--- src/srh_pkg_note_unused.sv ---
// holds no code; the shared package lives beside the wait timer
// (file intentionally minimal)

--- src/srh_timer.sv ---
// shared constants for the read-trigger sram host and its wait timer
// assumes one 10 mhz clock and a synchronous active-high reset
`timescale 1ns/1ns
`default_nettype none
package srh_pkg;
    // clock period and the figure that every ns-based cycle count is derived from
    localparam int CLK_NS               = 100;
    // pin widths and the wait timer count width
    localparam int ADDR_W               = 19;
    localparam int DATA_W               = 8;
    localparam int CNT_W                = 8;
    // device read timing, ns; plain defaults, no figure is given here
    localparam int T_ENABLE_TO_VALID_NS = 25;
    localparam int T_OE_TO_VALID_NS     = 10;
    localparam int T_ADDR_TO_VALID_NS   = 25;
    localparam int T_MIN_READ_CYCLE_NS  = 25;
    // address settle margin before chip select, ns
    localparam int T_ADDR_SETTLE_NS     = 10;
    // least times round up, never below one cycle
    localparam int ENABLE_TO_VALID_CYC  =
        (T_ENABLE_TO_VALID_NS + CLK_NS - 1) / CLK_NS;
    localparam int OE_TO_VALID_CYC      =
        (T_OE_TO_VALID_NS + CLK_NS - 1) / CLK_NS;
    localparam int ADDR_TO_VALID_CYC    =
        (T_ADDR_TO_VALID_NS + CLK_NS - 1) / CLK_NS;
    localparam int MIN_READ_CYCLE_CYC   =
        (T_MIN_READ_CYCLE_NS + CLK_NS - 1) / CLK_NS;
    localparam int ADDR_SETTLE_CYC      =
        (T_ADDR_SETTLE_NS + CLK_NS - 1) / CLK_NS;
    // two-flop data synchroniser delay and the gap between pin changes
    localparam int SYNC_CYC             = 2;
    localparam int GAP_CYC              = 1;
    // read access methods
    typedef enum logic [1:0] {
        SRH_MODE_ADDR = 2'h0,
        SRH_MODE_CE   = 2'h1,
        SRH_MODE_OE   = 2'h2
    } srh_mode_e;
endpackage

module srh_timer
    import srh_pkg::*;
#(
    parameter int W = CNT_W
) (
    // clock and reset
    input  wire logic         i_mclk,
    input  wire logic         i_sys_rst,
    // load and status
    input  wire logic         i_load,
    input  wire logic [W-1:0] i_count,
    output logic              o_done
);
    logic [W-1:0] cnt;
    logic [W-1:0] next_cnt;

    // load a count, then run down to zero and rest there
    always_comb begin
        next_cnt = cnt;
        if (i_load) begin
            next_cnt = i_count;
        end else if (cnt != '0) begin
            next_cnt = cnt - 1'b1;
        end
    end

    // register the count
    always_ff @(posedge i_mclk) begin
        if (i_sys_rst) begin
            cnt <= '0;
        end else begin
            cnt <= next_cnt;
        end
    end

    // done comes from the register only; the user decides its load from
    // done, so a term in i_load here would close a combinational loop
    assign o_done = (cnt == '0);
endmodule
`default_nettype wire

--- src/srh_host.sv ---
// read host for an asynchronous sram with triggered sensing
// assumes sram pins are wired to the o_ and i_dq ports; dq is resolved
// outside from o_dq_oe
//
// Functional notes
// - address held while chip selected, except between reads of the address method
// - address stable when selects become active
// - controls settled before address change
// - never switch selects, oe, address together
// - one access method while chip selected
// - selects delayed until address settled
`timescale 1ns/1ns
`default_nettype none
module srh_host
    import srh_pkg::*;
(
    // clock and reset
    input  wire logic              i_mclk,
    input  wire logic              i_sys_rst,
    // user read request
    input  wire logic              i_req,
    input  wire logic [1:0]        i_mode,
    input  wire logic [ADDR_W-1:0] i_addr,
    output logic                   o_ready,
    output logic [DATA_W-1:0]      o_rd_data,
    output logic                   o_rd_valid,
    // sram pins
    output logic [ADDR_W-1:0]      o_addr,
    output logic                   o_cs_n,
    output logic                   o_cs,
    output logic                   o_oe_n,
    output logic                   o_we_n,
    input  wire logic [DATA_W-1:0] i_dq,
    output logic [DATA_W-1:0]      o_dq_out,
    output logic                   o_dq_oe
);
    typedef enum logic [2:0] {
        ST_IDLE    = 3'h0,
        ST_ADDR    = 3'h1,
        ST_OEN     = 3'h2,
        ST_SEL     = 3'h3,
        ST_ACCA    = 3'h4,
        ST_DESEL_O = 3'h5,
        ST_DESEL_C = 3'h6
    } srh_state_e;

    localparam int ACCA_BASE = (ADDR_TO_VALID_CYC > MIN_READ_CYCLE_CYC) ?
                               ADDR_TO_VALID_CYC : MIN_READ_CYCLE_CYC;
    localparam logic [CNT_W-1:0] C_SETTLE = CNT_W'(ADDR_SETTLE_CYC + 1);
    localparam logic [CNT_W-1:0] C_GAP    = CNT_W'(GAP_CYC);
    localparam logic [CNT_W-1:0] C_EN     = CNT_W'(ENABLE_TO_VALID_CYC);
    localparam logic [CNT_W-1:0] C_EN_RD  =
        CNT_W'(ENABLE_TO_VALID_CYC + SYNC_CYC);
    localparam logic [CNT_W-1:0] C_OE_RD  =
        CNT_W'(OE_TO_VALID_CYC + SYNC_CYC);
    localparam logic [CNT_W-1:0] C_ACCA   = CNT_W'(ACCA_BASE + SYNC_CYC);

    srh_state_e        state;
    srh_state_e        next_state;
    srh_mode_e         mode;
    srh_mode_e         next_mode;
    logic [ADDR_W-1:0] req_addr;
    logic [ADDR_W-1:0] next_req_addr;
    logic [ADDR_W-1:0] addr;
    logic [ADDR_W-1:0] next_addr;
    logic              cs_on;
    logic              next_cs_on;
    logic              oe_on;
    logic              next_oe_on;
    logic              held;
    logic              next_held;
    logic              pend;
    logic              next_pend;
    logic [DATA_W-1:0] rd_data;
    logic [DATA_W-1:0] next_rd_data;
    logic              rd_valid;
    logic              next_rd_valid;
    logic              tmr_load;
    logic [CNT_W-1:0]  tmr_count;
    logic              tmr_done;
    logic              capture;
    logic [DATA_W-1:0] dq_s1;
    logic [DATA_W-1:0] dq_s2;
    srh_mode_e         in_mode;

    // unknown mode code falls back to a chip-enable read
    assign in_mode = (i_mode == 2'h3) ? SRH_MODE_CE : srh_mode_e'(i_mode);

    srh_timer #(
        .W       (CNT_W)
    ) i_srh_timer (
        .i_mclk  (i_mclk),
        .i_sys_rst(i_sys_rst),
        .i_load  (tmr_load),
        .i_count (tmr_count),
        .o_done  (tmr_done)
    );

    // data pins pass two flops before the capture reads them
    always_ff @(posedge i_mclk) begin
        if (i_sys_rst) begin
            dq_s1 <= '0;
            dq_s2 <= '0;
        end else begin
            dq_s1 <= i_dq;
            dq_s2 <= dq_s1;
        end
    end

    // capture at the end of the last wait of each method
    assign capture = tmr_done && (
        (state == ST_OEN  && mode == SRH_MODE_OE) ||
        (state == ST_SEL  && mode != SRH_MODE_OE) ||
        (state == ST_ACCA));

    // sequencer: one pin group changes per step
    always_comb begin
        next_state    = state;
        next_mode     = mode;
        next_req_addr = req_addr;
        next_addr     = addr;
        next_cs_on    = cs_on;
        next_oe_on    = oe_on;
        next_held     = held;
        next_pend     = pend;
        next_rd_data  = rd_data;
        next_rd_valid = 1'b0;
        tmr_load      = 1'b0;
        tmr_count     = C_GAP;
        unique case (state)
            ST_IDLE: begin
                if (i_req) begin
                    next_mode     = in_mode;
                    next_req_addr = i_addr;
                    tmr_load      = 1'b1;
                    if (held && in_mode == SRH_MODE_ADDR) begin
                        next_addr  = i_addr;
                        next_state = ST_ACCA;
                        tmr_count  = C_ACCA;
                    end else if (held) begin
                        // leave address method before another one
                        next_oe_on = 1'b0;
                        next_held  = 1'b0;
                        next_pend  = 1'b1;
                        next_state = ST_DESEL_O;
                    end else begin
                        next_state = ST_ADDR;
                        tmr_count  = C_SETTLE;
                    end
                end
            end
            ST_ADDR: begin
                next_addr = req_addr;
                if (tmr_done) begin
                    tmr_load = 1'b1;
                    if (mode == SRH_MODE_OE) begin
                        next_cs_on = 1'b1;
                        next_state = ST_SEL;
                        tmr_count  = C_EN;
                    end else begin
                        next_oe_on = 1'b1;
                        next_state = ST_OEN;
                    end
                end
            end
            ST_OEN: begin
                if (tmr_done && mode != SRH_MODE_OE) begin
                    next_cs_on = 1'b1;
                    next_state = ST_SEL;
                    tmr_load   = 1'b1;
                    tmr_count  = C_EN_RD;
                end
            end
            ST_SEL: begin
                if (tmr_done && mode == SRH_MODE_OE) begin
                    next_oe_on = 1'b1;
                    next_state = ST_OEN;
                    tmr_load   = 1'b1;
                    tmr_count  = C_OE_RD;
                end
            end
            ST_ACCA: begin
                next_state = tmr_done ? ST_IDLE : ST_ACCA;
            end
            ST_DESEL_O: begin
                if (tmr_done) begin
                    next_cs_on = 1'b0;
                    next_state = ST_DESEL_C;
                    tmr_load   = 1'b1;
                end
            end
            ST_DESEL_C: begin
                if (tmr_done) begin
                    next_pend  = 1'b0;
                    next_state = pend ? ST_ADDR : ST_IDLE;
                    tmr_load   = pend;
                    tmr_count  = C_SETTLE;
                end
            end
            default: begin
                next_state = ST_IDLE;
            end
        endcase
        if (capture) begin
            next_rd_data  = dq_s2;
            next_rd_valid = 1'b1;
            if (state != ST_ACCA) begin
                tmr_load = 1'b1;
                tmr_count = C_GAP;
                if (mode == SRH_MODE_ADDR) begin
                    // stay selected for following address reads
                    next_held  = 1'b1;
                    next_state = ST_IDLE;
                end else begin
                    next_oe_on = 1'b0;
                    next_state = ST_DESEL_O;
                end
            end
        end
    end

    // register sequencer state
    always_ff @(posedge i_mclk) begin
        if (i_sys_rst) begin
            state    <= ST_IDLE;
            mode     <= SRH_MODE_CE;
            req_addr <= '0;
            addr     <= '0;
            cs_on    <= 1'b0;
            oe_on    <= 1'b0;
            held     <= 1'b0;
            pend     <= 1'b0;
            rd_data  <= '0;
            rd_valid <= 1'b0;
        end else begin
            state    <= next_state;
            mode     <= next_mode;
            req_addr <= next_req_addr;
            addr     <= next_addr;
            cs_on    <= next_cs_on;
            oe_on    <= next_oe_on;
            held     <= next_held;
            pend     <= next_pend;
            rd_data  <= next_rd_data;
            rd_valid <= next_rd_valid;
        end
    end

    // pin and user outputs; host never drives dq, reads only
    assign o_ready    = (state == ST_IDLE);
    assign o_rd_data  = rd_data;
    assign o_rd_valid = rd_valid;
    assign o_addr     = addr;
    assign o_cs_n     = !cs_on;
    assign o_cs       = cs_on;
    assign o_oe_n     = !oe_on;
    assign o_we_n     = 1'b1;
    assign o_dq_out   = '0;
    assign o_dq_oe    = 1'b0;
endmodule
`default_nettype wire

--- config.mk ---
export PLATFORM = sky130hd
export DESIGN_NAME = srh_host
export DESIGN_NICKNAME = d
export VERILOG_FILES = /design/src/srh_pkg_note_unused.sv /design/src/srh_timer.sv /design/src/srh_host.sv
export SDC_FILE = /design/constraint.sdc
export NUM_CORES = 1
export LEC_CHECK = 0
export BUFFER_PORTS_ARGS = -buffer_cell sky130_fd_sc_hd__buf_2
export CORE_ASPECT_RATIO = 1.4
export CORE_MARGIN = 2
export CORE_UTILIZATION = 58
export CTS_CLUSTER_DIAMETER = 200
export DETAILED_ROUTE_END_ITERATION = 6
export GPL_TIMING_DRIVEN = 0
export HOLD_SLACK_MARGIN = 0.1
export PLACE_DENSITY = 0.82
export SYNTH_ARGS = -nofsm -noshare
export SYNTH_HDL_FRONTEND = slang
export SYNTH_SLANG_ARGS = --single-unit
--- constraint.sdc ---
create_clock -name i_mclk -period 5.4 [get_ports i_mclk]
set_input_delay 1.08 -clock i_mclk [delete_from_list [all_inputs] [get_ports i_mclk]]
set_output_delay 1.08 -clock i_mclk [all_outputs]
set_load 0.01 [all_outputs]
==> results of run 1 <==
==> worst max path at each step <==
| stage | startpoint | to | slack [ps] | depth (start not counted) |
|---|---|---|---|---|
| 3_5_place_dp | i_mode[1] | o_addr[12] | 2760 | 7 |
| 3_3_place_gp | i_mode[1] | o_addr[11] | 2820 | 7 |
| 2_1_floorplan | i_mode[1] | o_addr[10] | 3210 | 6 |
| 4_1_cts | state[2] | o_ready | 2960 | 3 |
| 5_1_grt | state[2] | o_ready | 2930 | 3 |
| 6_report | state[2] | o_ready | 2930 | 3 |
==> power groups by stage <==
stage | logic, uW | registers, uW | clock network, uW
2_1_floorplan | 717 | 833 | 0
3_3_place_gp | 973 | 809 | 0
3_5_place_dp | 993 | 816 | 0
4_1_cts | 1000 | 802 | 503
5_1_grt | 1120 | 821 | 530
6_report | 999 | 801 | 495
==> per-stage QoR <==
stage	std cells	area [um2]	power [uW]
floorplan	399	3420	1550
global placement	532	3820	1780
detailed placement	532	3820	1810
CTS	548	4050	2300
global route	548	4050	2470
finish	548	4050	2290
==> Yosys cell counts, types with 2 or more instances <==
cell / n / share of area
a211oi_1: 20 / 0.044
a21oi_1: 37 / 0.055
a311oi_1: 3 / 0.0077
a31o_2: 2 / 0.0052
a32oi_1: 2 / 0.0052
and2_1: 2 / 0.0037
buf_2: 10 / 0.015
buf_4: 10 / 0.022
buf_6: 2 / 0.0066
clkbuf_1: 16 / 0.018
conb_1: 2 / 0.0022
dfxtp_1: 80 / 0.47
ha_1: 2 / 0.0074
inv_1: 5 / 0.0055
mux2i_1: 20 / 0.059
nand2_1: 54 / 0.060
nand2b_1: 6 / 0.011
nand3_1: 12 / 0.018
nand3b_1: 6 / 0.013
nor2_1: 33 / 0.037
nor2b_1: 17 / 0.031
nor3_1: 3 / 0.0044
nor3b_1: 2 / 0.0044
o21a_1: 2 / 0.0044
o21ai_0: 16 / 0.024
or4_1: 2 / 0.0044
xnor2_1: 3 / 0.0077
xor2_1: 6 / 0.015
==> kinds of logic (layout without fill, tap and decap cells) <==
logic type	after synthesis	count (layout)	synth area share
adder cells (fa/ha/maj)	2	2	0.00738
flip-flops	80	80	0.472
buffers and inverters	44	123	0.0679
XOR/XNOR	9	9	0.0232
AND/OR/NAND/NOR	145	145	0.207
other	2	10	0.00221
multiplexers	20	20	0.0590
AO/OA/AOI/OAI	89	89	0.161
==> area by class of cell <==
type / count / area [um2]
multi-input combinational: 275 / 1590
tap: 70 / 87.6
clock buffer: 11 / 141
timing repair buffer: 63 / 315
inverter: 5 / 18.8
clock inverter: 5 / 86.3
sequential: 80 / 1600
fill: 482 / 1690
buffer: 39 / 211
==> metal layers <==
layer	wire length [um]	track usage	up-vias
li1	-	-	1483
met1	2960	0.253	1336
met2	3770	0.427	79
met3	352	0.0501	18
met4	176	0.103	0
met5	0	0	-
==> sequential cells by signal, indices dropped and copies added (netlist names) <==
register / count
o_addr: 19
req_addr: 19
dq_s1: 8
dq_s2: 8
i_srh_timer.cnt: 8
o_rd_data: 8
state: 3
mode: 2
held: 1
o_cs: 1
o_rd_valid: 1
oe_on: 1
pend: 1
==> metrics.yaml, run 1 <==
numCtsBuffers: 9
die_h_um: 94.5
power_density_nw_per_um2: 566
finClkSkew_ps: 8.68
wirelength_um: 7260
place_ws_ps: 2760
p_int_uw: 1400
cts.clk_slew.worst_paths_ps: 80
first_global_vias: 2671
area_delta_synth_final_pct: 19.5
num_rows: 33
netlist-cell-type-count: 44
ys_ff_latch: 80
drive_above_1_share: 0.226
end_kind: "primary output"
hold_viol_final: 0
cap_violations: 0
drc: 0
slowest_stage: "nor3_2"
portBuffers: 63
crit_path_start_kind: "flip-flop"
critPathMaxFanout: 8
post_cts_buffers: 0
r2r-end: "i_srh_timer.cnt[3]"
critPathMaxStageDelay_ps: 390
grt_max_degree: 15
cp_cell_sequence: "buf_2 > nor3_2 > buf_2"
cts-root-buf: "clkbuf_8"
htreeDepth: 3
final_nets: 507
worst-path-buf-inv: 2
avgSynthCellArea_um2: 8.68
fp.dieW_um: 68.6
post-route-period-util: 0.458
fin_setup_tns_ps: 0
worstSkewPairLatency_ps: 350
ant_nets: 0
setup_viol: 0
final_cell_mix: "80 x dfxtp_1, 73 x buf_2, 54 x nand2_1, 37 x a21oi_1, 33 x nor2_1"
ys.flop_type: "dfxtp_1"
seq_area_frac_synth: 0.472
critical_path_required_ps: 4320
combPwrFrac: 0.435
worst_pin_slew_ps: 529
syn_inst: 391
grt_pass1_wl_um: 11600
p_sw_uw: 896
cts_buffer_depth: 2
antenna_found_initial: 0
viasPerCell: 5.32
gp_congestion: 0.912
swShare: 0.390
core_region_area_um2: 5740
yosys_warnings: 0
slew_viol_final: 0
vias: 2916
p_leak_uw: 0.00169
ctsResizeCount: 0
cts_tree: "done"
whs_endpoint: "dq_s2[4]"
slew-limit-headroom: 0.647
min-delay-start: "dq_s1[4]"
worst_slack_ps: 2930
rrSetupSlack_ps: 3450
fin_crit_ps: 2470
final_common_cell: "dfxtp_1"
r2r_cells: 8
diodes: 0
async_flop_share: 0
hold_path_depth: 1
track_usage: 0.236
netlist_area_um2: 3390
synth_edf_count: 0
crit_type: "flip-flop to primary output"
die_area_um2: 6480
holdBufCountCts: 0
whs_ps: 442
outcome: "finished, final reports clean"
rsz0062_at_grt: "false"
ir_drop_mv: 0.343
utilization: 0.706
dp_hpwl_um: 5320
min_path_type: "flip-flop to flip-flop"
crit_arrival_ps: 1390
r2r_start: "i_srh_timer.cnt[0]"
power.share.sequential: 0.349
fmax_ghz: 0.404
boundaryPins: 74
grt_overflow: 0
cpMostUsedCell: "buf_2"
wl_per_cell_um: 13.3
start_util: 0.591
cts.sinks: 80
drtIter0Drc: 133
dr.pass1.iters: 4
crit_family: "simple AND/OR/NAND/NOR gates"
clkPwrFrac: 0.216
(Power assumes the default switching activity.)
==> inputs of run 2 (changes only) <==
--- a/config.mk
+++ b/config.mk
@@ -8,12 +8,12 @@
 export BUFFER_PORTS_ARGS = -buffer_cell sky130_fd_sc_hd__buf_2
 export CORE_ASPECT_RATIO = 1.4
 export CORE_MARGIN = 2
-export CORE_UTILIZATION = 58
+export CORE_UTILIZATION = 54
 export CTS_CLUSTER_DIAMETER = 200
 export DETAILED_ROUTE_END_ITERATION = 6
 export GPL_TIMING_DRIVEN = 0
 export HOLD_SLACK_MARGIN = 0.1
-export PLACE_DENSITY = 0.82
+export PLACE_DENSITY = 0.77
 export SYNTH_ARGS = -nofsm -noshare
 export SYNTH_HDL_FRONTEND = slang
 export SYNTH_SLANG_ARGS = --single-unit
==> constraint.sdc (replaced) <==
create_clock -name i_mclk -period 2.55 [get_ports i_mclk]
set_input_delay 0.51 -clock i_mclk [delete_from_list [all_inputs] [get_ports i_mclk]]
set_output_delay 0.51 -clock i_mclk [all_outputs]
set_load 0.01 [all_outputs]
==> metrics.yaml, run 2 (synthesis results as in run 1) <==
crit_arrival_ps: 2190
start_util: 0.554
ant_nets: 0
viasPerCell: 5.23
cts.sinks: 80
htreeDepth: 3
dp_hpwl_um: 5250
critical_path_required_ps: 2790
grt_overflow: 0
boundaryPins: 74
rrSetupSlack_ps: 600
final_nets: 507
fp.dieW_um: 71.0
p_leak_uw: 0.00167
cts-root-buf: "clkbuf_8"
dr.pass1.iters: 4
final_cell_mix: "80 x dfxtp_1, 73 x buf_2, 54 x nand2_1, 37 x a21oi_1, 33 x nor2_1"
critPathMaxFanout: 6
numCtsBuffers: 9
cts.clk_slew.worst_paths_ps: 90
slowest_stage: "dfxtp_1"
drtIter0Drc: 129
crit_type: "flip-flop to flip-flop"
hold_viol_final: 0
die_area_um2: 6940
cts_tree: "done"
antenna_found_initial: 0
core_region_area_um2: 6130
setup_viol: 0
track_usage: 0.212
fin_area_um2: 4010
outcome: "finished, final reports clean"
worst_pin_slew_ps: 544
finClkSkew_ps: 7.63
power_density_nw_per_um2: 1170
first_global_vias: 2622
rsz0062_at_grt: "false"
cap_violations: 0
die_h_um: 97.8
area_delta_synth_final_pct: 18.3
wl_per_cell_um: 13.0
post_cts_buffers: 0
end_kind: "flip-flop"
portBuffers: 63
final_common_cell: "dfxtp_1"
p_total_uw: 4690
crit_end: "i_srh_timer.cnt[2]"
fin_crit_ps: 1950
gp_congestion: 0.915
vias: 2877
r2r-end: "i_srh_timer.cnt[2]"
r2r_cells: 8
r2r_start: "i_srh_timer.cnt[0]"
worstSkewPairLatency_ps: 350
diodes: 0
grt_pass1_wl_um: 11700
dpl-instance-area_um2: 3830
fin_setup_tns_ps: 0
drc: 0
hold_path_depth: 2
utilization: 0.655
slew-limit-headroom: 0.637
ctsResizeCount: 0
ir_drop_mv: 0.722
cp_cell_sequence: "inv_1 > ha_1 > nor3b_1 > nand2_1 > o21ai_2 > or2_2 > clkbuf_1 > nor2_1"
grt_max_degree: 16
num_rows: 34
drive_above_1_share: 0.228
holdBufCountCts: 0
slew_viol_final: 0
cts_buffer_depth: 2
crit_path_start_kind: "flip-flop"
crit_start: "i_srh_timer.cnt[0]"
critPathMaxStageDelay_ps: 340
post-route-period-util: 0.765
min_path_type: "primary input to flip-flop"
fmax_ghz: 0.513
wirelength_um: 7160
==> run 2: changes by cell type in the layout (fill, tap and decap cells not counted), sizes merged <==
cell,change
bufinv,-2
clkinvlp,+2
clkbuf,-1
inv,+1
==> run 2: critical path, delay by kind of cell (launching register included) <==
kind / cells / cell delay [ps]
compound gates: 1 / 280
fa+ha+maj: 1 / 140
buf+inv: 2 / 290
flops: 1 / 340
simple gates: 4 / 790
==> run 2: power breakdown <==
| part | leakage, uW | switching [uW] | total, uW | internal (uW) |
|---|---|---|---|---|
| clock | 0.0000912 | 478 | 869 | 392 |
| combinational | 0.000922 | 1280 | 2130 | 844 |
| sequential | 0.000657 | 163 | 1690 | 1530 |
| total | 0.00167 | 1920 | 4690 | 2770 |
==> run 2: per-stage QoR <==
step / std cells / worst slack, ps / hold slack, ps
2_1_floorplan: 399 / 852 / 414
3_3_place_gp: 534 / 565 / 418
3_5_place_dp: 534 / 529 / 422
4_1_cts: 550 / 558 / 352
5_1_grt: 550 / 333 / 362
6_report: 550 / 600 / 364
==> run 2: routing by layer <==
layer,routed length [um],share of wire,up-vias,global-route usage
met2,3630,0.51,78,0.372
met4,204,0.028,0,0.110
met3,293,0.041,18,0.0402
met1,3030,0.42,1307,0.239
li1,-,-,1474,-
met5,0,0,-,0
==> run 2: layout make-up <==
class	count	area, um2
Sequential cell	80	1600
Inverter	5	18.8
Buffer	39	211
Clock buffer	10	138
Fill cell	522	2110
Tap cell	72	90.1
Multi-Input combinational cell	275	1590
Timing Repair Buffer	63	315
Clock inverter	6	48.8
==> run 2: how the worst min path moves through the flow <==
stage / slack [ps] / from / end
2_1_floorplan: 410 / dq_s1[0] / dq_s2[0]
3_3_place_gp: 420 / dq_s1[2] / dq_s2[2]
3_5_place_dp: 420 / dq_s1[0] / dq_s2[0]
4_1_cts: 350 / i_dq[7] / dq_s1[7]
5_1_grt: 360 / i_dq[5] / dq_s1[5]
6_report: 360 / i_dq[6] / dq_s1[6]
